### src/common/vrc_pkg.sv
// Shared constants and types of the regulator configuration register bank
package vrc_pkg;

	// ----------------------------------------------------------------
	// Clock and watchdog timing
	// ----------------------------------------------------------------
	localparam int CLK_FREQ_KHZ = 100000;
	localparam int WD_SHORT_MS = 800;
	localparam int WD_LONG_MS = 1600;
	localparam logic [27:0] WD_SHORT_CYC = 28'(WD_SHORT_MS * CLK_FREQ_KHZ);
	localparam logic [27:0] WD_LONG_CYC = 28'(WD_LONG_MS * CLK_FREQ_KHZ);

	// ----------------------------------------------------------------
	// Serial bus address and register map
	// ----------------------------------------------------------------
	// Arbitrary default bus address
	localparam logic [6:0] I2C_DEV_ADDR = 7'h20;
	localparam int NREG = 11;
	localparam int IDX_SLEW = 0;
	localparam int IDX_SOURCE_SELECT_AND_PROTECTION_ENABLES = 1;
	localparam int IDX_CONVERSION_MODE_CONTROLS = 2;
	localparam int IDX_WD = 3;
	localparam int IDX_SHDN_TH = 4;
	localparam int IDX_THERM = 5;
	localparam int IDX_CURRENT_MONITOR_OFFSET = 6;
	localparam int IDX_SET_OFS = 7;
	localparam int IDX_BOOT = 8;
	localparam int IDX_OSC = 9;
	localparam int IDX_ACN = 10;
	localparam logic [7:0] ADDR_TEMP = 8'h43;
	localparam logic [NREG-1:0][7:0] REG_ADDR = {8'h55, 8'h52, 8'h41,
		8'h27, 8'h26, 8'h22, 8'h20, 8'h1f, 8'h1e, 8'h1d, 8'h1c};
	localparam logic [NREG-1:0][7:0] REG_RST = {8'h01, 8'h20, 8'h00,
		8'h00, 8'h00, 8'h04, 8'h70, 8'h00, 8'h9c, 8'h0f, 8'h33};
	// Writable bits; all others are reserved and read as zero
	localparam logic [NREG-1:0][7:0] REG_MASK = {8'h3f, 8'h64, 8'hff,
		8'hff, 8'hff, 8'hff, 8'hf0, 8'ha0, 8'hff, 8'hff, 8'hff};

	// ----------------------------------------------------------------
	// Field positions
	// ----------------------------------------------------------------
	localparam int M1_SLEW_SRC = 7;
	localparam int M1_VSET_LATCH = 6;
	localparam int M1_PSTATE_I2C = 5;
	localparam int M1_OFS_I2C = 4;
	localparam int M1_TOCP_EN = 3;
	localparam int M1_POCP_EN = 2;
	localparam int M1_OVP_EN = 1;
	localparam int M1_UVP_EN = 0;
	localparam int M2_SPREAD = 7;
	localparam int M2_VOUT_ADC = 6;
	localparam int M2_AUTO_PH = 4;
	localparam int M2_DCM = 3;
	localparam int M2_LL = 2;
	localparam int M2_USM = 1;
	localparam int M2_TOTAL_OVERCURRENT_INDICATOR_N = 0;
	localparam int WD_EN = 7;
	localparam int WD_SOFT_RST = 6;
	localparam int WD_LONG = 5;
	localparam int TH_BH_SHUT = 7;
	localparam int TH_OTP_EN = 6;
	localparam int TH_OCP_DBL = 5;
	localparam int TH_HOT_DIS = 4;
	localparam int BOOT_SRC = 7;

	// ----------------------------------------------------------------
	// Slew code decode, mV/us, and boot code bias
	// ----------------------------------------------------------------
	localparam logic [3:0] SLEW_SPLIT = 4'h5;
	localparam logic [3:0] SLEW_HI_FIRST = 4'h6;
	localparam logic [5:0] SLEW_LO_BASE = 6'h08;
	localparam logic [5:0] SLEW_LO_STEP = 6'h02;
	localparam logic [5:0] SLEW_HI_BASE = 6'h15;
	localparam logic [5:0] SLEW_HI_STEP = 6'h03;
	localparam logic [8:0] BOOT_BIAS = 9'h00b;

	// ----------------------------------------------------------------
	// Types
	// ----------------------------------------------------------------
	typedef enum logic [3:0] {
		I2C_IDLE = 4'h0,
		I2C_ADDR = 4'h1,
		I2C_ACK_ADDR = 4'h2,
		I2C_REG = 4'h3,
		I2C_ACK_REG = 4'h4,
		I2C_WDATA = 4'h5,
		I2C_ACK_WDATA = 4'h6,
		I2C_RDATA = 4'h7,
		I2C_RACK = 4'h8
	} vrc_i2c_st_t;

	typedef struct packed {
		logic [7:0] setpoint;
		logic [7:0] offset;
	} vrc_host_t;

	typedef struct packed {
		logic total_oc;
		logic ov;
		logic otp;
		logic hot;
	} vrc_fault_t;

	typedef struct packed {
		logic total_oc_n;
		logic ov_n;
		logic shutdown_req_n;
		logic controller_off;
		logic hot_alert_n;
		logic temp_status;
	} vrc_status_t;

	localparam vrc_status_t STAT_RST = '{total_oc_n: 1'b1, ov_n: 1'b1,
		shutdown_req_n: 1'b1, controller_off: 1'b0, hot_alert_n: 1'b1,
		temp_status: 1'b0};

	typedef struct packed {
		logic [5:0] main_slew;
		logic [5:0] aux_slew;
		logic setpoint_latched;
		logic pstate_from_i2c;
		logic phase_from_i2c;
		logic auto_phase;
		logic discontinuous_conduction;
		logic ultrasonic_mode;
		logic pulse_skip_mode;
		logic loadline_en;
		logic spread_en;
		logic total_overcurrent_indicator_n_en;
		logic phase_ocp_en;
		logic uvp_en;
		logic ocp_double;
		logic boot_from_i2c;
		logic boot_zero;
		logic [8:0] boot_mult;
		logic [7:0] imon_offset;
		logic [3:0] shdn_threshold;
		logic [3:0] hot_threshold;
		logic [7:0] osc_ctrl;
		logic [7:0] acoustic_ctrl;
	} vrc_ctrl_t;

endpackage

### src/logic/vrc_config_bank.sv
// Regulator configuration register bank with its serial bus slave
// Summary of operation
// - Slew codes 0-5 step 2, 6-15 step 3
// - Source bit 7 picks strap or register slew
// - Bit 6 set: setpoint from latched source
// - Bit 5 set: phase count from serial bus
// - Bit 4 set: offset from bank register
// - Total overcurrent disabled holds indicator high
// - Per-phase overcurrent enable bit
// - Reported voltage: setpoint or measured reading
// - Auto phase, else serial or host phase
// - Single phase: conduction and skip mode select
// - Load line enable bit
// - Watchdog expiry restores every register default
// - Watchdog period 800 or 1600 ms
// - Soft reset restores all but watchdog register
// - Over-temperature enable and response select
// - Single-phase total overcurrent threshold doubling
// - Hot alert disable blocks alert and status
// - Signed 5 mV offset, used when selected
// - Boot voltage from resistor or register
// - Boot code zero means 0 V, else 2N-11
module vrc_config_bank #(
	parameter logic [27:0] P_WD_SHORT_CYC = vrc_pkg::WD_SHORT_CYC,
	parameter logic [27:0] P_WD_LONG_CYC = vrc_pkg::WD_LONG_CYC
) (
	input wire logic i_core_clk,
	input wire logic i_nrst,
	input wire logic i_scl,
	input wire logic i_sda,
	output logic o_sda,
	output logic o_sda_oe_n,
	input wire vrc_pkg::vrc_host_t i_host,
	input wire logic [7:0] i_latched_setpoint,
	input wire logic [7:0] i_strap_slew,
	input wire logic [7:0] i_measured_vout,
	input wire logic [7:0] i_temperature,
	input wire logic i_single_phase,
	input wire vrc_pkg::vrc_fault_t i_fault,
	output logic [7:0] o_setpoint,
	output logic [7:0] o_offset,
	output logic [7:0] o_reported_vout,
	output vrc_pkg::vrc_status_t o_status,
	output vrc_pkg::vrc_ctrl_t o_ctrl
);

	// ----------------------------------------------------------------
	// State
	// ----------------------------------------------------------------
	typedef struct packed {
		logic [1:0] scl_s;
		logic [1:0] sda_s;
		logic scl_d;
		logic sda_d;
		vrc_pkg::vrc_i2c_st_t st;
		logic [3:0] cnt;
		logic [7:0] shreg;
		logic [7:0] ptr;
		logic rw;
		logic mack;
		logic drv;
		logic kick;
		logic [vrc_pkg::NREG-1:0][7:0] regs;
		logic [7:0] setpoint;
		logic [7:0] offset;
		logic [7:0] vout;
		vrc_pkg::vrc_status_t stat;
		vrc_pkg::vrc_ctrl_t ctrl;
	} vrc_bank_state_t;

	localparam vrc_bank_state_t ST_RST = '{scl_s: 2'h3, sda_s: 2'h3,
		scl_d: 1'b1, sda_d: 1'b1, st: vrc_pkg::I2C_IDLE, cnt: 4'h0,
		shreg: 8'h00, ptr: 8'h00, rw: 1'b0, mack: 1'b0, drv: 1'b0,
		kick: 1'b0, regs: vrc_pkg::REG_RST, setpoint: 8'h00,
		offset: 8'h00, vout: 8'h00, stat: vrc_pkg::STAT_RST,
		ctrl: '0};

	vrc_bank_state_t s_r;
	vrc_bank_state_t s_nxt;
	logic wd_expire;
	logic [1:0][5:0] slew_rate;

	// ----------------------------------------------------------------
	// Register read decode
	// ----------------------------------------------------------------
	function automatic logic [7:0] rd_reg(
		input logic [7:0] addr,
		input logic [vrc_pkg::NREG-1:0][7:0] regs,
		input logic [7:0] temp
	);
		logic [7:0] d;
		d = 8'h00;
		for (int i = 0; i < vrc_pkg::NREG; i++) begin
			if (addr == vrc_pkg::REG_ADDR[i]) begin
				d = regs[i] & vrc_pkg::REG_MASK[i];
			end
		end
		if (addr == vrc_pkg::ADDR_TEMP) begin
			d = temp;
		end
		return d;
	endfunction

	// ----------------------------------------------------------------
	// Slew rate per rail
	// ----------------------------------------------------------------
	for (genvar r = 0; r < 2; r++) begin : g_slew
		logic [3:0] code;
		assign code = s_r.regs[vrc_pkg::IDX_SOURCE_SELECT_AND_PROTECTION_ENABLES][vrc_pkg::M1_SLEW_SRC]
			? s_r.regs[vrc_pkg::IDX_SLEW][4*r+3:4*r]
			: i_strap_slew[4*r+3:4*r];
		vrc_slew_decode u_dec (
			.i_code(code),
			.o_rate(slew_rate[r])
		);
	end

	// ----------------------------------------------------------------
	// Watchdog
	// ----------------------------------------------------------------
	vrc_watchdog #(
		.P_SHORT_CYC(P_WD_SHORT_CYC),
		.P_LONG_CYC(P_WD_LONG_CYC)
	) u_wd (
		.i_core_clk(i_core_clk),
		.i_nrst(i_nrst),
		.i_enable(s_r.regs[vrc_pkg::IDX_WD][vrc_pkg::WD_EN]),
		.i_long(s_r.regs[vrc_pkg::IDX_WD][vrc_pkg::WD_LONG]),
		.i_kick(s_r.kick),
		.o_expire(wd_expire)
	);

	// ----------------------------------------------------------------
	// Next state
	// ----------------------------------------------------------------
	always_comb begin
		logic scl;
		logic sda;
		logic scl_rise;
		logic scl_fall;
		logic start;
		logic stop;
		logic soft_rst;
		logic [7:0] m1;
		logic [7:0] m2;
		logic [7:0] th;
		logic [7:0] bt;
		logic hot;
		scl = 1'b0;
		sda = 1'b0;
		s_nxt = s_r;
		soft_rst = 1'b0;
		s_nxt.kick = 1'b0;
		s_nxt.scl_s = {s_r.scl_s[0], i_scl};
		s_nxt.sda_s = {s_r.sda_s[0], i_sda};
		scl = s_r.scl_s[1];
		sda = s_r.sda_s[1];
		s_nxt.scl_d = scl;
		s_nxt.sda_d = sda;
		scl_rise = scl && !s_r.scl_d;
		scl_fall = !scl && s_r.scl_d;
		start = scl && s_r.scl_d && s_r.sda_d && !sda;
		stop = scl && s_r.scl_d && !s_r.sda_d && sda;

		// Bus protocol; start and stop override any byte in flight
		if (start) begin
			s_nxt.st = vrc_pkg::I2C_ADDR;
			s_nxt.cnt = 4'h0;
			s_nxt.drv = 1'b0;
		end else if (stop) begin
			s_nxt.st = vrc_pkg::I2C_IDLE;
			s_nxt.drv = 1'b0;
		end else begin
			unique case (s_r.st)
				vrc_pkg::I2C_IDLE: begin
					s_nxt.drv = 1'b0;
				end
				vrc_pkg::I2C_ADDR, vrc_pkg::I2C_REG,
				vrc_pkg::I2C_WDATA: begin
					if (scl_rise) begin
						s_nxt.shreg = {s_r.shreg[6:0], sda};
						s_nxt.cnt = s_r.cnt + 4'h1;
					end else if (scl_fall && s_r.cnt == 4'h8) begin
						s_nxt.cnt = 4'h0;
						s_nxt.drv = 1'b1;
						if (s_r.st == vrc_pkg::I2C_ADDR) begin
							if (s_r.shreg[7:1] == vrc_pkg::I2C_DEV_ADDR) begin
								s_nxt.rw = s_r.shreg[0];
								s_nxt.kick = 1'b1;
								s_nxt.st = vrc_pkg::I2C_ACK_ADDR;
							end else begin
								s_nxt.drv = 1'b0;
								s_nxt.st = vrc_pkg::I2C_IDLE;
							end
						end else if (s_r.st == vrc_pkg::I2C_REG) begin
							s_nxt.ptr = s_r.shreg;
							s_nxt.st = vrc_pkg::I2C_ACK_REG;
						end else begin
							for (int i = 0; i < vrc_pkg::NREG; i++) begin
								if (s_r.ptr == vrc_pkg::REG_ADDR[i]) begin
									s_nxt.regs[i] = s_r.shreg
										& vrc_pkg::REG_MASK[i];
								end
							end
							if (s_r.ptr == vrc_pkg::REG_ADDR[vrc_pkg::IDX_WD]
								&& s_r.shreg[vrc_pkg::WD_SOFT_RST]) begin
								soft_rst = 1'b1;
							end
							s_nxt.ptr = s_r.ptr + 8'h01;
							s_nxt.st = vrc_pkg::I2C_ACK_WDATA;
						end
					end
				end
				vrc_pkg::I2C_ACK_ADDR: begin
					if (scl_fall) begin
						if (s_r.rw) begin
							s_nxt.shreg = rd_reg(s_r.ptr, s_r.regs,
								i_temperature);
							s_nxt.drv = !s_nxt.shreg[7];
							s_nxt.ptr = s_r.ptr + 8'h01;
							s_nxt.st = vrc_pkg::I2C_RDATA;
						end else begin
							s_nxt.drv = 1'b0;
							s_nxt.st = vrc_pkg::I2C_REG;
						end
					end
				end
				vrc_pkg::I2C_ACK_REG, vrc_pkg::I2C_ACK_WDATA: begin
					if (scl_fall) begin
						s_nxt.drv = 1'b0;
						s_nxt.st = vrc_pkg::I2C_WDATA;
					end
				end
				vrc_pkg::I2C_RDATA: begin
					if (scl_rise) begin
						s_nxt.cnt = s_r.cnt + 4'h1;
					end else if (scl_fall) begin
						if (s_r.cnt == 4'h8) begin
							s_nxt.cnt = 4'h0;
							s_nxt.drv = 1'b0;
							s_nxt.st = vrc_pkg::I2C_RACK;
						end else begin
							s_nxt.shreg = {s_r.shreg[6:0], 1'b0};
							s_nxt.drv = !s_r.shreg[6];
						end
					end
				end
				vrc_pkg::I2C_RACK: begin
					if (scl_rise) begin
						s_nxt.mack = !sda;
					end else if (scl_fall) begin
						if (s_r.mack) begin
							s_nxt.shreg = rd_reg(s_r.ptr, s_r.regs,
								i_temperature);
							s_nxt.drv = !s_nxt.shreg[7];
							s_nxt.ptr = s_r.ptr + 8'h01;
							s_nxt.st = vrc_pkg::I2C_RDATA;
						end else begin
							s_nxt.st = vrc_pkg::I2C_IDLE;
						end
					end
				end
				default: begin
					s_nxt.drv = 1'b0;
					s_nxt.st = vrc_pkg::I2C_IDLE;
				end
			endcase
		end

		// Defaults restore; the watchdog expiry also clears itself
		if (wd_expire) begin
			s_nxt.regs = vrc_pkg::REG_RST;
		end else if (soft_rst) begin
			for (int i = 0; i < vrc_pkg::NREG; i++) begin
				if (i != vrc_pkg::IDX_WD) begin
					s_nxt.regs[i] = vrc_pkg::REG_RST[i];
				end
			end
		end

		// Registered controls derived from the bank
		m1 = s_r.regs[vrc_pkg::IDX_SOURCE_SELECT_AND_PROTECTION_ENABLES];
		m2 = s_r.regs[vrc_pkg::IDX_CONVERSION_MODE_CONTROLS];
		th = s_r.regs[vrc_pkg::IDX_THERM];
		bt = s_r.regs[vrc_pkg::IDX_BOOT];
		s_nxt.setpoint = m1[vrc_pkg::M1_VSET_LATCH]
			? i_latched_setpoint : i_host.setpoint;
		// Offset is a signed count of 5 mV steps
		s_nxt.offset = m1[vrc_pkg::M1_OFS_I2C]
			? s_r.regs[vrc_pkg::IDX_SET_OFS] : i_host.offset;
		s_nxt.vout = m2[vrc_pkg::M2_VOUT_ADC]
			? i_measured_vout : s_r.setpoint;

		s_nxt.stat.total_oc_n = !(m1[vrc_pkg::M1_TOCP_EN]
			&& i_fault.total_oc);
		s_nxt.stat.ov_n = !(m1[vrc_pkg::M1_OVP_EN] && i_fault.ov);
		s_nxt.stat.shutdown_req_n = !(th[vrc_pkg::TH_OTP_EN]
			&& !th[vrc_pkg::TH_BH_SHUT] && i_fault.otp);
		s_nxt.stat.controller_off = th[vrc_pkg::TH_OTP_EN]
			&& th[vrc_pkg::TH_BH_SHUT] && i_fault.otp;
		hot = !th[vrc_pkg::TH_HOT_DIS] && i_fault.hot;
		s_nxt.stat.hot_alert_n = !hot;
		s_nxt.stat.temp_status = hot;

		s_nxt.ctrl.main_slew = slew_rate[0];
		s_nxt.ctrl.aux_slew = slew_rate[1];
		s_nxt.ctrl.setpoint_latched = m1[vrc_pkg::M1_VSET_LATCH];
		s_nxt.ctrl.pstate_from_i2c = m1[vrc_pkg::M1_PSTATE_I2C];
		s_nxt.ctrl.auto_phase = m2[vrc_pkg::M2_AUTO_PH];
		s_nxt.ctrl.phase_from_i2c = !m2[vrc_pkg::M2_AUTO_PH]
			&& m1[vrc_pkg::M1_PSTATE_I2C];
		s_nxt.ctrl.discontinuous_conduction = i_single_phase && m2[vrc_pkg::M2_DCM];
		s_nxt.ctrl.ultrasonic_mode = i_single_phase && m2[vrc_pkg::M2_DCM]
			&& m2[vrc_pkg::M2_USM];
		s_nxt.ctrl.pulse_skip_mode = i_single_phase && m2[vrc_pkg::M2_DCM]
			&& !m2[vrc_pkg::M2_USM];
		s_nxt.ctrl.loadline_en = m2[vrc_pkg::M2_LL];
		s_nxt.ctrl.spread_en = m2[vrc_pkg::M2_SPREAD];
		s_nxt.ctrl.total_overcurrent_indicator_n_en = m2[vrc_pkg::M2_TOTAL_OVERCURRENT_INDICATOR_N];
		s_nxt.ctrl.phase_ocp_en = m1[vrc_pkg::M1_POCP_EN];
		s_nxt.ctrl.uvp_en = m1[vrc_pkg::M1_UVP_EN];
		s_nxt.ctrl.ocp_double = i_single_phase
			&& th[vrc_pkg::TH_OCP_DBL];
		s_nxt.ctrl.boot_from_i2c = bt[vrc_pkg::BOOT_SRC];
		s_nxt.ctrl.boot_zero = (bt[6:0] == 7'h00);
		// Multiplier of the setpoint step, added to the 300 mV base
		s_nxt.ctrl.boot_mult = (bt[6:0] == 7'h00) ? 9'h000
			: {1'b0, bt[6:0], 1'b0} - vrc_pkg::BOOT_BIAS;
		s_nxt.ctrl.imon_offset = s_r.regs[vrc_pkg::IDX_CURRENT_MONITOR_OFFSET];
		s_nxt.ctrl.shdn_threshold = s_r.regs[vrc_pkg::IDX_SHDN_TH][7:4];
		s_nxt.ctrl.hot_threshold = th[3:0];
		s_nxt.ctrl.osc_ctrl = s_r.regs[vrc_pkg::IDX_OSC];
		s_nxt.ctrl.acoustic_ctrl = s_r.regs[vrc_pkg::IDX_ACN];
	end

	always_ff @(posedge i_core_clk or negedge i_nrst) begin
		if (!i_nrst) begin
			s_r <= ST_RST;
		end else begin
			s_r <= s_nxt;
		end
	end

	// ----------------------------------------------------------------
	// Outputs
	// ----------------------------------------------------------------
	// Open-drain: the line is only ever pulled low
	assign o_sda = 1'b0;
	assign o_sda_oe_n = !s_r.drv;
	assign o_setpoint = s_r.setpoint;
	assign o_offset = s_r.offset;
	assign o_reported_vout = s_r.vout;
	assign o_status = s_r.stat;
	assign o_ctrl = s_r.ctrl;

endmodule // vrc_config_bank

### src/logic/vrc_slew_decode.sv
// Slew code to slew rate decoder
module vrc_slew_decode (
	input wire logic [3:0] i_code,
	output logic [5:0] o_rate
);

	always_comb begin
		if (i_code <= vrc_pkg::SLEW_SPLIT) begin
			o_rate = 6'(vrc_pkg::SLEW_LO_BASE
				+ vrc_pkg::SLEW_LO_STEP * {2'b00, i_code});
		end else begin
			o_rate = 6'(vrc_pkg::SLEW_HI_BASE + vrc_pkg::SLEW_HI_STEP
				* {2'b00, i_code - vrc_pkg::SLEW_HI_FIRST});
		end
	end

endmodule // vrc_slew_decode

### src/logic/vrc_watchdog.sv
// Register watchdog timer with selectable period
module vrc_watchdog #(
	parameter logic [27:0] P_SHORT_CYC = vrc_pkg::WD_SHORT_CYC,
	parameter logic [27:0] P_LONG_CYC = vrc_pkg::WD_LONG_CYC
) (
	input wire logic i_core_clk,
	input wire logic i_nrst,
	input wire logic i_enable,
	input wire logic i_long,
	input wire logic i_kick,
	output logic o_expire
);

	typedef struct packed {
		logic [27:0] cnt;
		logic expire;
	} vrc_wd_state_t;

	vrc_wd_state_t s_r;
	vrc_wd_state_t s_nxt;
	logic [27:0] limit;

	always_comb begin
		s_nxt = s_r;
		limit = i_long ? P_LONG_CYC : P_SHORT_CYC;
		s_nxt.expire = 1'b0;
		if (!i_enable || i_kick) begin
			s_nxt.cnt = '0;
		end else if (s_r.cnt >= limit - 28'h0000001) begin
			s_nxt.cnt = '0;
			s_nxt.expire = 1'b1;
		end else begin
			s_nxt.cnt = s_r.cnt + 28'h0000001;
		end
	end

	always_ff @(posedge i_core_clk or negedge i_nrst) begin
		if (!i_nrst) begin
			s_r <= '0;
		end else begin
			s_r <= s_nxt;
		end
	end

	assign o_expire = s_r.expire;

endmodule // vrc_watchdog

### config.mk
export PLATFORM = sky130hd
export DESIGN_NAME = vrc_config_bank
export DESIGN_NICKNAME = d
export VERILOG_FILES = /design/src/common/vrc_pkg.sv /design/src/logic/vrc_config_bank.sv /design/src/logic/vrc_slew_decode.sv /design/src/logic/vrc_watchdog.sv
export SDC_FILE = /design/constraint.sdc
export NUM_CORES = 1
export LEC_CHECK = 0
export ABC_AREA = 1
export BUFFER_PORTS_ARGS = -buffer_cell sky130_fd_sc_hd__buf_2
export CAP_MARGIN = 20
export CORE_MARGIN = 4
export CORE_UTILIZATION = 53
export CTS_BUF_LIST = sky130_fd_sc_hd__clkbuf_16
export DETAILED_ROUTE_END_ITERATION = 7
export PLACE_DENSITY_LB_ADDON = 0.1
export SLEW_MARGIN = 15
export SYNTH_ARGS = -nofsm -noshare
export SYNTH_HDL_FRONTEND = slang
export SYNTH_SLANG_ARGS = --single-unit
### constraint.sdc
create_clock -name i_core_clk -period 2.8 [get_ports i_core_clk]
set_input_delay 0.28 -clock i_core_clk [delete_from_list [all_inputs] [get_ports i_core_clk]]
set_output_delay 0.28 -clock i_core_clk [all_outputs]
set_load 0.005 [all_outputs]
### Word-level counts from Yosys, hierarchy flattened

Cells that the tools add are included.

| word-level totals | value |
|---|---|
| bits in registers | 249 |
| input bits | 57 |
| logic and storage cells | 335 |
| output and inout port bits | 100 |

| operators by class | value |
|---|---|
| add/subtract/negate cells | 11 |
| eq/ne operators | 59 |
| reduce and logical (&&, ||, !) cells | 79 |
| $lt $le $gt $ge | 3 |
| mux-type cells | 121 |
| multiply operators | 2 |
| bitwise gates (word level) | 3 |

Operators with widths:

| kind | number |
|---|---|
| $mux 8 | 46 |
| $mux 89 | 3 |
| $mux 90 | 2 |
| $mux 88 | 2 |
| $mux 56 | 2 |
| $mux 16 | 6 |
| $reduce_and 8->1 | 11 |
| $mux 28 | 3 |
| $ne 4x4->1 const B | 13 |
| $mux 24 | 2 |
| $mux 4 | 12 |
| $reduce_bool 3->1 | 14 |
| $eq 8x5->1 const B | 4 |
| $eq 8x6->1 const B | 4 |
| $eq 8x7->1 const B | 4 |
| $pmux 8 s4 | 1 |
| $add 28x1->28 const B | 1 |
| $ge 28x28->1 | 1 |
| $sub 28x1->28 const B | 1 |
| $mux 1 | 27 |
| $mux 9 | 3 |
| $ne 2x2->1 const B | 13 |
| $pmux 4 s6 | 1 |
| $pmux 8 s3 | 1 |
| 39 further kinds | 101 |

### Depth between registers and ports, before layout

Gate-level depths: netlist of run 1.

| depth | value |
|---|---|
| depth after elaboration | 26 |
| mapped depth | 19 |
| depth with buffers taken out | 19 |

### Cells and area by module

Synthesis of run 1 repeated with hierarchy kept, for this count alone.

| unflattened totals | value |
|---|---|
| cells, all modules | 1546 |
| area, all modules | 12230.5 um^2 |

By module, submodules not included:

| module | sequential area each (um^2) | area each (um^2) | times used | cells an instance |
|---|---|---|---|---|
| vrc_config_bank | 4939.7 | 9529.1 | 1 | 1103 |
| vrc_watchdog | 725.7 | 2053.2 | 1 | 319 |
| vrc_slew_decode | 0.0 | 324.1 | 2 | 62 |

### Least setup slack after synthesis of run 1

No wires, ideal clock.

| timing path | value |
|---|---|
| kind | reg-to-reg |
| start | reg s_r[113] (netlist bit) |
| end | reg s_r (netlist bit o_ctrl[67]) |
| buffers on the path | 2 |
| stages on the path, launching flop included | 15 |
| setup time | 127 ps |
| data required time | 2673 ps |
| data arrival time | 2822 ps |
| period minus slack after synthesis | 2949 ps |
| setup slack | -149 ps |
| cell sequence | dfrtp_1 -> clkbuf_1 -> clkbuf_1 -> nor2_1 -> a21oi_1 -> ha_1 -> xor2_1 -> ha_1 -> ha_1 -> nand2_1 -> inv_1 -> nor2_1 -> nor2_1 -> o31ai_1 -> nand2_1 |

| between the ends | value |
|---|---|
| word-level cells in the longest chain between the ends | 5 |
| elaborated cells on any way between the ends | 7 |
| classes of those cells | 3 x add/sub; 1 x mul; 1 x order compare; 2 x mux |

RTL lines:

| item | RTL line | source |
|---|---|---|
| start, declared | vrc_config_bank.sv:78 | `vrc_bank_state_t s_r;` |
| start signal, assigned | vrc_config_bank.sv:340 | `s_r <= s_nxt;` |
| $mux 4 * | vrc_config_bank.sv:110 | `? s_r.regs[vrc_pkg::IDX_SLEW][4*r+3:4*r]` |
| $sub 4x3->4 | vrc_slew_decode.sv:13 | `* {2'b00, i_code - vrc_pkg::SLEW_HI_FIRST});` |
| $mul 2x4->6 | vrc_slew_decode.sv:13 |  |
| $add 5x6->6 | vrc_slew_decode.sv:12 | `o_rate = 6'(vrc_pkg::SLEW_HI_BASE + vrc_pkg::SLEW_HI_STEP` |
| $mux 6 * | vrc_slew_decode.sv:8 | `if (i_code <= vrc_pkg::SLEW_SPLIT) begin` |
| named net g_slew[0].u_dec.o_rate[5] | vrc_slew_decode.sv:4 | `output logic [5:0] o_rate` |

The timed path passes the listed nets; every way through them passes the cells marked *.
A chain may end at the register's enable or synchronous reset.

### Worst setup path in the final report of run 1

| timing path | value |
|---|---|
| start | reg s_r[215] (netlist bit) |
| end | reg s_r[145] (netlist bit) |

| between the ends | value |
|---|---|
| word-level cells in the longest chain between the ends | 9 |
| elaborated cells on any way between the ends | 25 |
| classes of those cells | 5 x eq/ne; 7 x mux; 13 x reduce/logical |

RTL lines:

| item | RTL line | source |
|---|---|---|
| $logic_and 1x1->1 | vrc_config_bank.sv:161 | `scl_fall = !scl && s_r.scl_d;` |
| $logic_and 1x1->1 | vrc_config_bank.sv:183 | `end else if (scl_fall && s_r.cnt == 4'h8) begin` |
| $mux 1 | vrc_config_bank.sv:183 |  |
| $mux 1 | vrc_config_bank.sv:180 | `if (scl_rise) begin` |
| $mux 1 | vrc_config_bank.sv:174 | `unique case (s_r.st)` |
| $mux 1 | vrc_config_bank.sv:170 | `end else if (stop) begin` |
| $mux 1 | vrc_config_bank.sv:166 | `if (start) begin` |
| $ne 3x1->1 (no source line), or another cell as far along | n/a |  |
| $reduce_and 8->1 (no source line) / $mux 56 (equally long branches) | n/a |  |

Several ways; a longest one is shown, not always the timed one.

==> results.ini, run 1 <==
[clocking]
cts_tree = done
cts-root-buf = clkbuf_16
cts_sinks = 225
clk-insertion-delay-late_ns = 0.52
cts.clk_slew.worst_paths_ns = 0.06
cts_buffers = 25
cts.htree.levels = 1
cts_buffer_depth = 3

[worst_setup_path]
crit_buf_inv = 3
endpoint_kind = register
start_kind = register
worst-endpoint-required_ns = 3.20
worstSetupPathType = reg2reg
crit_path_max_fanout = 12
critPathTopFamily = simple AND/OR/NAND/NOR gates
crit_arrival_ns = 3.02
crit_chain = inv_1 -> ha_1 -> inv_1 -> nand2_1 -> nor2_4 -> nand2_4 -> nor2_4 -> nand3_2 -> nand2_4 -> o22ai_4 -> a21oi_4 -> inv_2 -> nand2_1 -> o21ai_1
slowest_stage = dfstp_2
slowest_delay_ns = 0.55

[floorplanning]
boundaryPins = 157
die_x_um = 158.6
initial_core_util_pct = 54.42
rows = 54
die-area_um2 = 25160
die_height_um = 158.6
core_um2 = 22090

[logic_synthesis]
postSynthCellCount = 1458
synth_flop_cell = dfrtp_1
synth_cell_types = 58
async_flop_share_pct = 100.0
synth_area_um2 = 12020
avgSynthCellArea_um2 = 8.246
ys_seq_area_share_pct = 47.12
synth-seq-cells = 225
ys_warn_count = 0
synth-edff-count = 0

[final_layout]
seq_area_um2 = 5667
multi_input_area_um2 = 4741
fillCellCount = 1953
fin_area_um2 = 13770
layout-drive-gt1-share_pct = 19.83
diodes = 0
final_cells = 1894
area_delta_synth_final_pct = 14.54
final_cell_mix = nand2_1 (344), dfrtp_1 (196), inv_1 (189)
layout.nets = 1691
layout_commonest_cell = nand2_1

[placement]
gp_congestion = 0.8924
placed_area_um2 = 12620
portBuffers = 148
place_hpwl_mm = 20.80
dp_cells = 1811

[outcome]
outcome = finished, final reports clean

[route]
wirelength_mm = 28.54
wl_per_cell_um = 15.07
drtIter0Drc = 544
vias = 9576
wl_met2_mm = 13.54
wl_met1_mm = 12.83
drt_first_pass_iters = 7
dr_wl_met3_mm = 1.365
drc = 0
antenna_left = 0
avgViaCountPerCell = 5.056
top_layer = met4

[timing]
clock_skew_ns = 0.01144
setup_viol = 0
finalHoldViolCount = 0
tns_ns = 0
layout_min_cycle_time_ns = 2.620
rsz0062_at_grt = no
layout_worst_path_cycle_share_pct = 93.56
slew_violations = 0
max_slew_margin_pct = 47.15
clock.fmax_mhz = 381.7
worstMarginPinSlew_ns = 0.7928

[min_path]
min_path_type = in2reg

[grt]
gr-total-overflow = 0
antenna_found_initial = 0
grt_pass1_wl_mm = 46.62
grt_pass1_vias = 9393
track_usage_pct = 22.84
grt_max_degree = 86

[pwr]
ir_drop_uv = 497.2
leakagePower_nw = 6.862
p_per_area_nw_per_um2 = 572.6

[run]
drv_cap = 0

[synthesized netlist by cell type, types with 6 or more instances]
master	instances	area [um2]
a21oi_1	59	295.3
a21oi_4	7	113.9
buf_2	8	40.04
buf_4	101	758.2
clkbuf_1	10	37.54
dfrtp_1	197	4930
dfstp_2	28	735.7
ha_1	36	450.4
inv_1	181	679.4
inv_2	14	52.55
nand2_1	345	1295
nand2_2	6	37.54
nand3_1	53	265.3
nand4_1	17	106.4
nor2_1	133	499.2
nor2_2	6	37.54
nor3_1	31	155.2
nor4_1	11	68.82
o211ai_1	7	52.55
o21ai_0	85	425.4
o21ai_1	36	180.2
o21ai_2	6	52.55
xor2_1	17	148.9
[worst register-to-register path: stages, from the launching register on]
cell and delay (ns):
dfstp_2 0.55, inv_1 0.05, ha_1 0.20, inv_1 0.11
nand2_1 0.12, nor2_4 0.23, nand2_4 0.10, nor2_4 0.14
nand3_2 0.09, nand2_4 0.14, o22ai_4 0.23, a21oi_4 0.25
inv_2 0.14, nand2_1 0.09, o21ai_1 0.06
[what timing repair did]
action                                  in CTS  in global routing
hold buffers                                36                  0
hold endpoints to repair                   102                  0
setup buffers                                0                  2
endpoints found under the setup margin       0                  6
gates resized for setup                      0                  5
[layout make-up]
cell class              instances  area share, %
inverters                     199          5.479
clock buffers                  25          4.543
clock inverters                20          1.027
well taps                     280          2.544
multi-input cells             917          34.43
repair buffers                228          10.83
flip-flops and latches        225          41.15
[flip-flops by register name, indices dropped and copies added (netlist names)]
| signal | cells |
|---|---|
| o_reported_vout | 8 |
| o_offset | 8 |
| s_nxt | 38 |
| u_wd.o_expire | 1 |
| o_setpoint | 8 |
| s_r | 67 |
| o_status | 6 |
| u_wd.s_r | 28 |
| o_ctrl | 61 |
[per-stage QoR]
stage	setup WS (ns)	total power (W)	utilization (%)	hold WS (ns)
finish	0.1803	0.007885	62.33	0.02187
global placement	0.1611	0.004806	57.11	0.3319
CTS	0.01820	0.007975	62.21	0.002364
global route	0.009268	0.008307	62.33	0.01847
floorplan	0.06587	0.004473	-	-0.01559
detailed placement	0.02862	0.004823	57.11	0.3372
[routing by layer]
layer	vias to the layer above	GRT usage (%)
li1	4835	-
met1	4454	31.18
met2	236	37.98
met3	51	3.534
met4	0	6.580
met5	-	0
[cells by family after synthesis]
logic type               Yosys count  share of synthesized area (%)
AND/OR/NAND/NOR                  625                          22.31
other                              1                        0.03119
AO/OA/AOI/OAI                    223                          10.93
flip-flops                       225                          47.12
buffers and inverters            323                          13.81
multiplexers                       3                         0.2602
XOR/XNOR                          20                          1.457
adder cells (fa/ha/maj)           38                          4.080
[final timing paths]
path	start	endpoint	slack [ns]	cells past startpoint
setup / recovery	s_r[215]	s_r[145]	0.18	14
hold / removal	i_host[7]	o_offset[7]	0.02	3
setup reg to reg	s_r[215]	s_r[145]	0.18	14
hold reg to reg	s_nxt[219]	s_nxt[215]	0.35	0
max in group asynchronous	i_nrst	s_nxt[0]	1.57	3
min in group asynchronous	i_nrst	u_wd.s_r[1]	0.33	2
[power breakdown]
group | switching [W] | leakage, nW | internal (W)
clock | 0.00128 | 0.406 | 0.00180
combinational | 0.000812 | 3.53 | 0.000438
sequential | 0.000148 | 2.92 | 0.00341
Power figures use the tool's default switching activity.
==> run 2, diff against run 1 <==
--- a/config.mk
+++ b/config.mk
@@ -12,7 +12,9 @@
 export CORE_UTILIZATION = 53
 export CTS_BUF_LIST = sky130_fd_sc_hd__clkbuf_16
 export DETAILED_ROUTE_END_ITERATION = 7
+export HOLD_SLACK_MARGIN = 0.15
 export PLACE_DENSITY_LB_ADDON = 0.1
+export SETUP_SLACK_MARGIN = 0.4
 export SLEW_MARGIN = 15
 export SYNTH_ARGS = -nofsm -noshare
 export SYNTH_HDL_FRONTEND = slang
==> run 2 against run 1 <==
Effect of this change: final cell count grew 2.3%; critical path depth is 1 higher; die area unchanged; routed wire length is 4.9% higher; fmax up 8.8%; clock power fell by 2%; global-route usage increased by 0.67 points; total power grew 2.6%; sequential power hardly changed; design area increased by 5.1%; setup slack better by 0.21 ns; first-iteration DRC count is 12% higher; critical path type unchanged; largest power group unchanged.
==> results.ini, run 2 (synthesis gave the netlist of run 1 again) <==
[floorplanning]
boundaryPins = 157
initial_core_util_pct = 54.42
die_x_um = 158.6
rows = 54
die_height_um = 158.6
die-area_um2 = 25160
core_um2 = 22090

[clocking]
cts.clk_slew.worst_paths_ns = 0.06
cts-root-buf = clkbuf_16
clk-insertion-delay-late_ns = 0.53
cts_sinks = 225
cts.htree.levels = 1
cts_tree = done
cts_buffers = 25
cts_buffer_depth = 3

[grt]
grt_pass1_wl_mm = 47.53
gr-total-overflow = 0
antenna_found_initial = 1
grt_pass1_vias = 9542
grt_max_degree = 72
track_usage_pct = 23.51

[timing]
setup_viol = 0
tns_ns = 0
worstMarginPinSlew_ns = 0.5680
clock_skew_ns = 0.02355
slew_violations = 0
layout_worst_path_cycle_share_pct = 86.02
rsz0062_at_grt = yes
max_slew_margin_pct = 62.13
clock.fmax_mhz = 415.2
layout_min_cycle_time_ns = 2.408
finalHoldViolCount = 0

[worst_setup_path]
startpoint = s_r[103]
crit_buf_inv = 3
slowest_stage = dfstp_2
slowest_delay_ns = 0.56
critPathTopFamily = adder cells
worst-endpoint-required_ns = 3.20
crit_path_max_fanout = 4
worstSetupPathType = reg2reg
crit_path_frequent_cell = ha_4
start_kind = register
crit_path_end = o_ctrl[61]
r2r-end = o_ctrl[61]
reg2reg_setup_slack_ns = 0.39
crit_chain = inv_2 -> nand2_2 -> o21ai_4 -> inv_2 -> ha_4 -> xor2_4 -> ha_4 -> ha_4 -> nand2_1 -> inv_1 -> nor2_1 -> nor2_1 -> a21oi_1 -> o31ai_1 -> nand2_1
crit_cells = 15
rr_worst_depth = 15
crit_arrival_ns = 2.81
timing.rr.start = s_r[103]
endpoint_kind = register

[pwr]
leakagePower_nw = 7.092
p_per_area_nw_per_um2 = 558.7
ir_drop_uv = 420.7
power_w = 0.008089

[final_layout]
seq_area_um2 = 5667
final_cell_mix = nand2_1 (336), dfrtp_1 (196), inv_1 (176)
layout.nets = 1736
layout_commonest_cell = nand2_1
multi_input_area_um2 = 5064
diodes = 0
area_delta_synth_final_pct = 20.42
fillCellCount = 1916
top_register = s_r
largest_reg_flops = 67
finish.utilization_pct = 65.53
layout-drive-gt1-share_pct = 24.73

[route]
drt_first_pass_iters = 6
drc = 0
drtIter0Drc = 611
wl_per_cell_um = 15.45
vias = 9825
wirelength_mm = 29.94
antenna_left = 0
avgViaCountPerCell = 5.070

[min_path]
min_path_type = in2reg
min_delay_path_depth = 5

[placement]
portBuffers = 148
place_hpwl_mm = 21.47
gp_congestion = 0.9168

[outcome]
outcome = finished, final reports clean

[run]
drv_cap = 0

## run 2: cell types whose count changed in the layout (fill, tap and decap cells not counted), moves of 9 or more
| cell | delta |
|---|---|
| buf_4 | +27 |
| inv_1 | -13 |
| nor2_1 | -13 |
| ha_1 | -10 |
| inv_2 | +9 |
## run 2: final cells by class
| class | instances | share of cell area (%) |
|---|---|---|
| repair buffers | 272 | 13.02 |
| inverters | 199 | 5.280 |
| flip-flops and latches | 225 | 39.14 |
| repair inverters | 1 | 0.05185 |
| well taps | 280 | 2.420 |
| clock buffers | 25 | 4.321 |
| clock inverters | 19 | 0.7951 |
| multi-input cells | 917 | 34.98 |
## run 2: layer usage
layer / share of wire [%] / GRT usage [%]
met1: 44 / 31.13
met2: 49 / 40.15
met3: 4.9 / 3.506
met4: 2.5 / 7.027
met5: 0.040 / 0
## run 2: power by group
group	leakage [nW]	internal [W]	total (W)	switching, W
clock	0.386	0.00170	0.00301	0.00130
sequential	2.92	0.00341	0.00357	0.000154
combinational	3.78	0.000586	0.00151	0.000928
total	7.09	0.00570	0.00809	0.00239
## run 2: worst register-to-register path: stages, from the launching register on
cell and delay (ns):
dfstp_2 0.56, inv_2 0.05, nand2_2 0.08, o21ai_4 0.07, inv_2 0.10, ha_4 0.17
xor2_4 0.21, ha_4 0.24, ha_4 0.27, nand2_1 0.05, inv_1 0.06, nor2_1 0.04
nor2_1 0.14, a21oi_1 0.09, o31ai_1 0.08, nand2_1 0.08
## run 2: how the worst min path moves through the flow
| stage | slack, ns | start | end |
|---|---|---|---|
| floorplan | -0.02 | i_nrst | o_ctrl[0] |
| global placement | 0.29 | i_nrst | u_wd.s_r[4] |
| detailed placement | 0.30 | i_nrst | u_wd.s_r[4] |
| CTS | 0.15 | i_strap_slew[5] | o_ctrl[57] |
| global route | 0.18 | i_strap_slew[5] | o_ctrl[57] |
| finish | 0.17 | i_temperature[4] | s_r[202] |
## run 2: timing repair
action,CTS,global route
setup endpoints to repair,110,119
setup buffers,18,21
pin swaps,7,30
cloned,0,3
endpoints found under the hold margin,107,1
hold buffers,43,1
resized for setup,12,69
## run 2: per-stage QoR
stage	hold WS [ns]	worst slack [ns]	instance area, um2	instances
6_report	0.1677	0.3915	14480	1938
5_1_grt	0.1776	0.2670	14480	1938
4_1_cts	0.1519	0.3704	14030	1913
3_5_place_dp	0.2984	0.1409	12670	1808
3_3_place_gp	0.2938	0.2253	12670	1808
2_1_floorplan	-0.01559	0.3872	12170	1465
==> run 3, diff against run 2 <==
--- a/config.mk
+++ b/config.mk
@@ -8,7 +8,6 @@
 export ABC_AREA = 1
 export BUFFER_PORTS_ARGS = -buffer_cell sky130_fd_sc_hd__buf_2
 export CAP_MARGIN = 20
-export CORE_MARGIN = 4
 export CORE_UTILIZATION = 53
 export CTS_BUF_LIST = sky130_fd_sc_hd__clkbuf_16
 export DETAILED_ROUTE_END_ITERATION = 7
==> run 3 against run 2 <==
Effect of this change: the run now ends with DRC left; clock power increased by 7.6%; total power increased by 1.9%; routed wire length increased by 1.5%.
==> results.ini, run 3 (synthesis gave the netlist of run 1 again) <==
[clocking]
cts_tree = done
cts_buffer_depth = 3
cts_sinks = 225
clk-insertion-delay-late_ns = 0.53
cts.htree.levels = 1
cts.clk_slew.worst_paths_ns = 0.06
cts_buffers = 24
cts-root-buf = clkbuf_16

[timing]
clock_skew_ns = 0.01688
layout_min_cycle_time_ns = 2.370
worstMarginPinSlew_ns = 0.5437
slew_violations = 0
holdWs_ns = 0.1828
max_slew_margin_pct = 63.42
tns_ns = 0
rsz0062_at_grt = yes
layout_worst_path_cycle_share_pct = 84.65
finalHoldViolCount = 0
setup_viol = 0
clock.fmax_mhz = 421.9

[grt]
grt_pass1_wl_mm = 48.09
gr-total-overflow = 0
grt_max_degree = 66
antenna_found_initial = 0
track_usage_pct = 25.66
grt_pass1_vias = 9456

[route]
avgViaCountPerCell = 5.153
vias = 10020
antenna_left = 0
wl_met2_mm = 14.91
drt_first_pass_iters = 8
top_layer = met4
wirelength_mm = 30.39
drtIter0Drc = 706
wl_met1_mm = 13.13
wl_per_cell_um = 15.63
drc = 10
dr_wl_met3_mm = 1.627

[worst_setup_path]
timing.rr.start = s_r[113]
worstSetupPathType = reg2reg
start_kind = register
crit_path_max_fanout = 6
crit_arrival_ns = 2.77
endpoint_kind = register
worst-endpoint-required_ns = 3.20
startpoint = s_r[113]

[floorplanning]
core_um2 = 22030
die_x_um = 152.6
boundaryPins = 157
die_height_um = 152.6
rows = 54
die-area_um2 = 23290
initial_core_util_pct = 54.58

[pwr]
ir_drop_uv = 403.7
switching_share_pct = 28.70
leakagePower_nw = 7.186
power.switching_w = 0.002366
p_comb_share_pct = 17.2
power_w = 0.008242
sequentialPowerShare_pct = 43.5
p_per_area_nw_per_um2 = 561.3
pwr-share-clk_pct = 39.3
p_int_w = 0.005876

[placement]
gp_congestion = 0.8928
portBuffers = 148
place_hpwl_mm = 21.44
dp_cells = 1813
placed_area_um2 = 12700

[final_layout]
layout-drive-gt1-share_pct = 25.96
multi_input_area_um2 = 5145
fin_area_um2 = 14680
largest_reg_flops = 67
layout.nets = 1741
seq_area_um2 = 5667
area_delta_synth_final_pct = 22.14
fillCellCount = 1835
final_cell_mix = nand2_1 (327), dfrtp_1 (196), inv_1 (175)
layout_commonest_cell = nand2_1
final_cells = 1944
diodes = 0
top_register = s_r

[outcome]
violations = DRC
outcome = finished with violations

[min_path]
hp-start = i_temperature[2]
min_path_type = in2reg

[run]
drv_cap = 0

run 3: metal layers:
layer	up-vias	GRT usage [%]
met4	0	8.177
li1	4933	-
met2	309	43.84
met3	62	3.328
met5	-	0
met1	4714	33.95
run 3: per-stage QoR:
step,utilization (%),setup WS [ns]
2_1_floorplan,-,0.3872
3_3_place_gp,57.68,0.2424
3_5_place_dp,57.68,0.1917
4_1_cts,64.09,0.3813
5_1_grt,66.67,0.2680
6_report,66.67,0.4299
run 3: path summary, 6_finish.rpt:
check	end	slack (ns)	cells after the start
max	o_ctrl[67]	0.43	13
min	s_r[200]	0.18	5
max reg2reg	o_ctrl[67]	0.43	13
min reg2reg	s_nxt[215]	0.35	0
max in group asynchronous	o_status[4]	1.74	3
min in group asynchronous	u_wd.s_r[7]	0.29	2
run 3: power groups by stage:
| stage | combinational (W) | clock (W) | sequential [W] |
|---|---|---|---|
| final | 0.00142 | 0.00324 | 0.00358 |
| after global routing | 0.00159 | 0.00345 | 0.00360 |
| after CTS | 0.00133 | 0.00332 | 0.00357 |
| after detailed placement | 0.00126 | 0 | 0.00363 |
| after global placement | 0.00125 | 0 | 0.00363 |
| after floorplan | 0.000920 | 0 | 0.00357 |
run 3: critical path, stage by stage, from the launching register on:
cell and delay, ns:
dfrtp_2 0.46, buf_6 0.14, o21ai_4 0.13, inv_2 0.07, ha_4 0.18, xor2_4 0.19
ha_4 0.29, ha_4 0.20, nand2_1 0.05, inv_1 0.05, nor2_1 0.10, nor2_1 0.07
o31ai_1 0.25, nand2_1 0.08
run 3: cell type report:
class | count | area share [%]
Inverter | 199 | 5.291
Clock inverter | 20 | 1.423
Clock buffer | 24 | 4.090
Timing Repair Buffer | 277 | 13.15
Multi-Input combinational cell | 918 | 35.04
Sequential cell | 225 | 38.59
Timing Repair inverter | 1 | 0.03408
Tap cell | 280 | 2.386
run 3: timing repair:
action / 4_1_cts / 5_1_grt
cloned: 1 / 2
setup endpoints to repair: 77 / 113
gates resized for setup: 21 / 90
buffers inserted: 11 / 28
hold buffers: 43 / 2
pin swaps: 11 / 24
hold endpoints to repair: 137 / 2
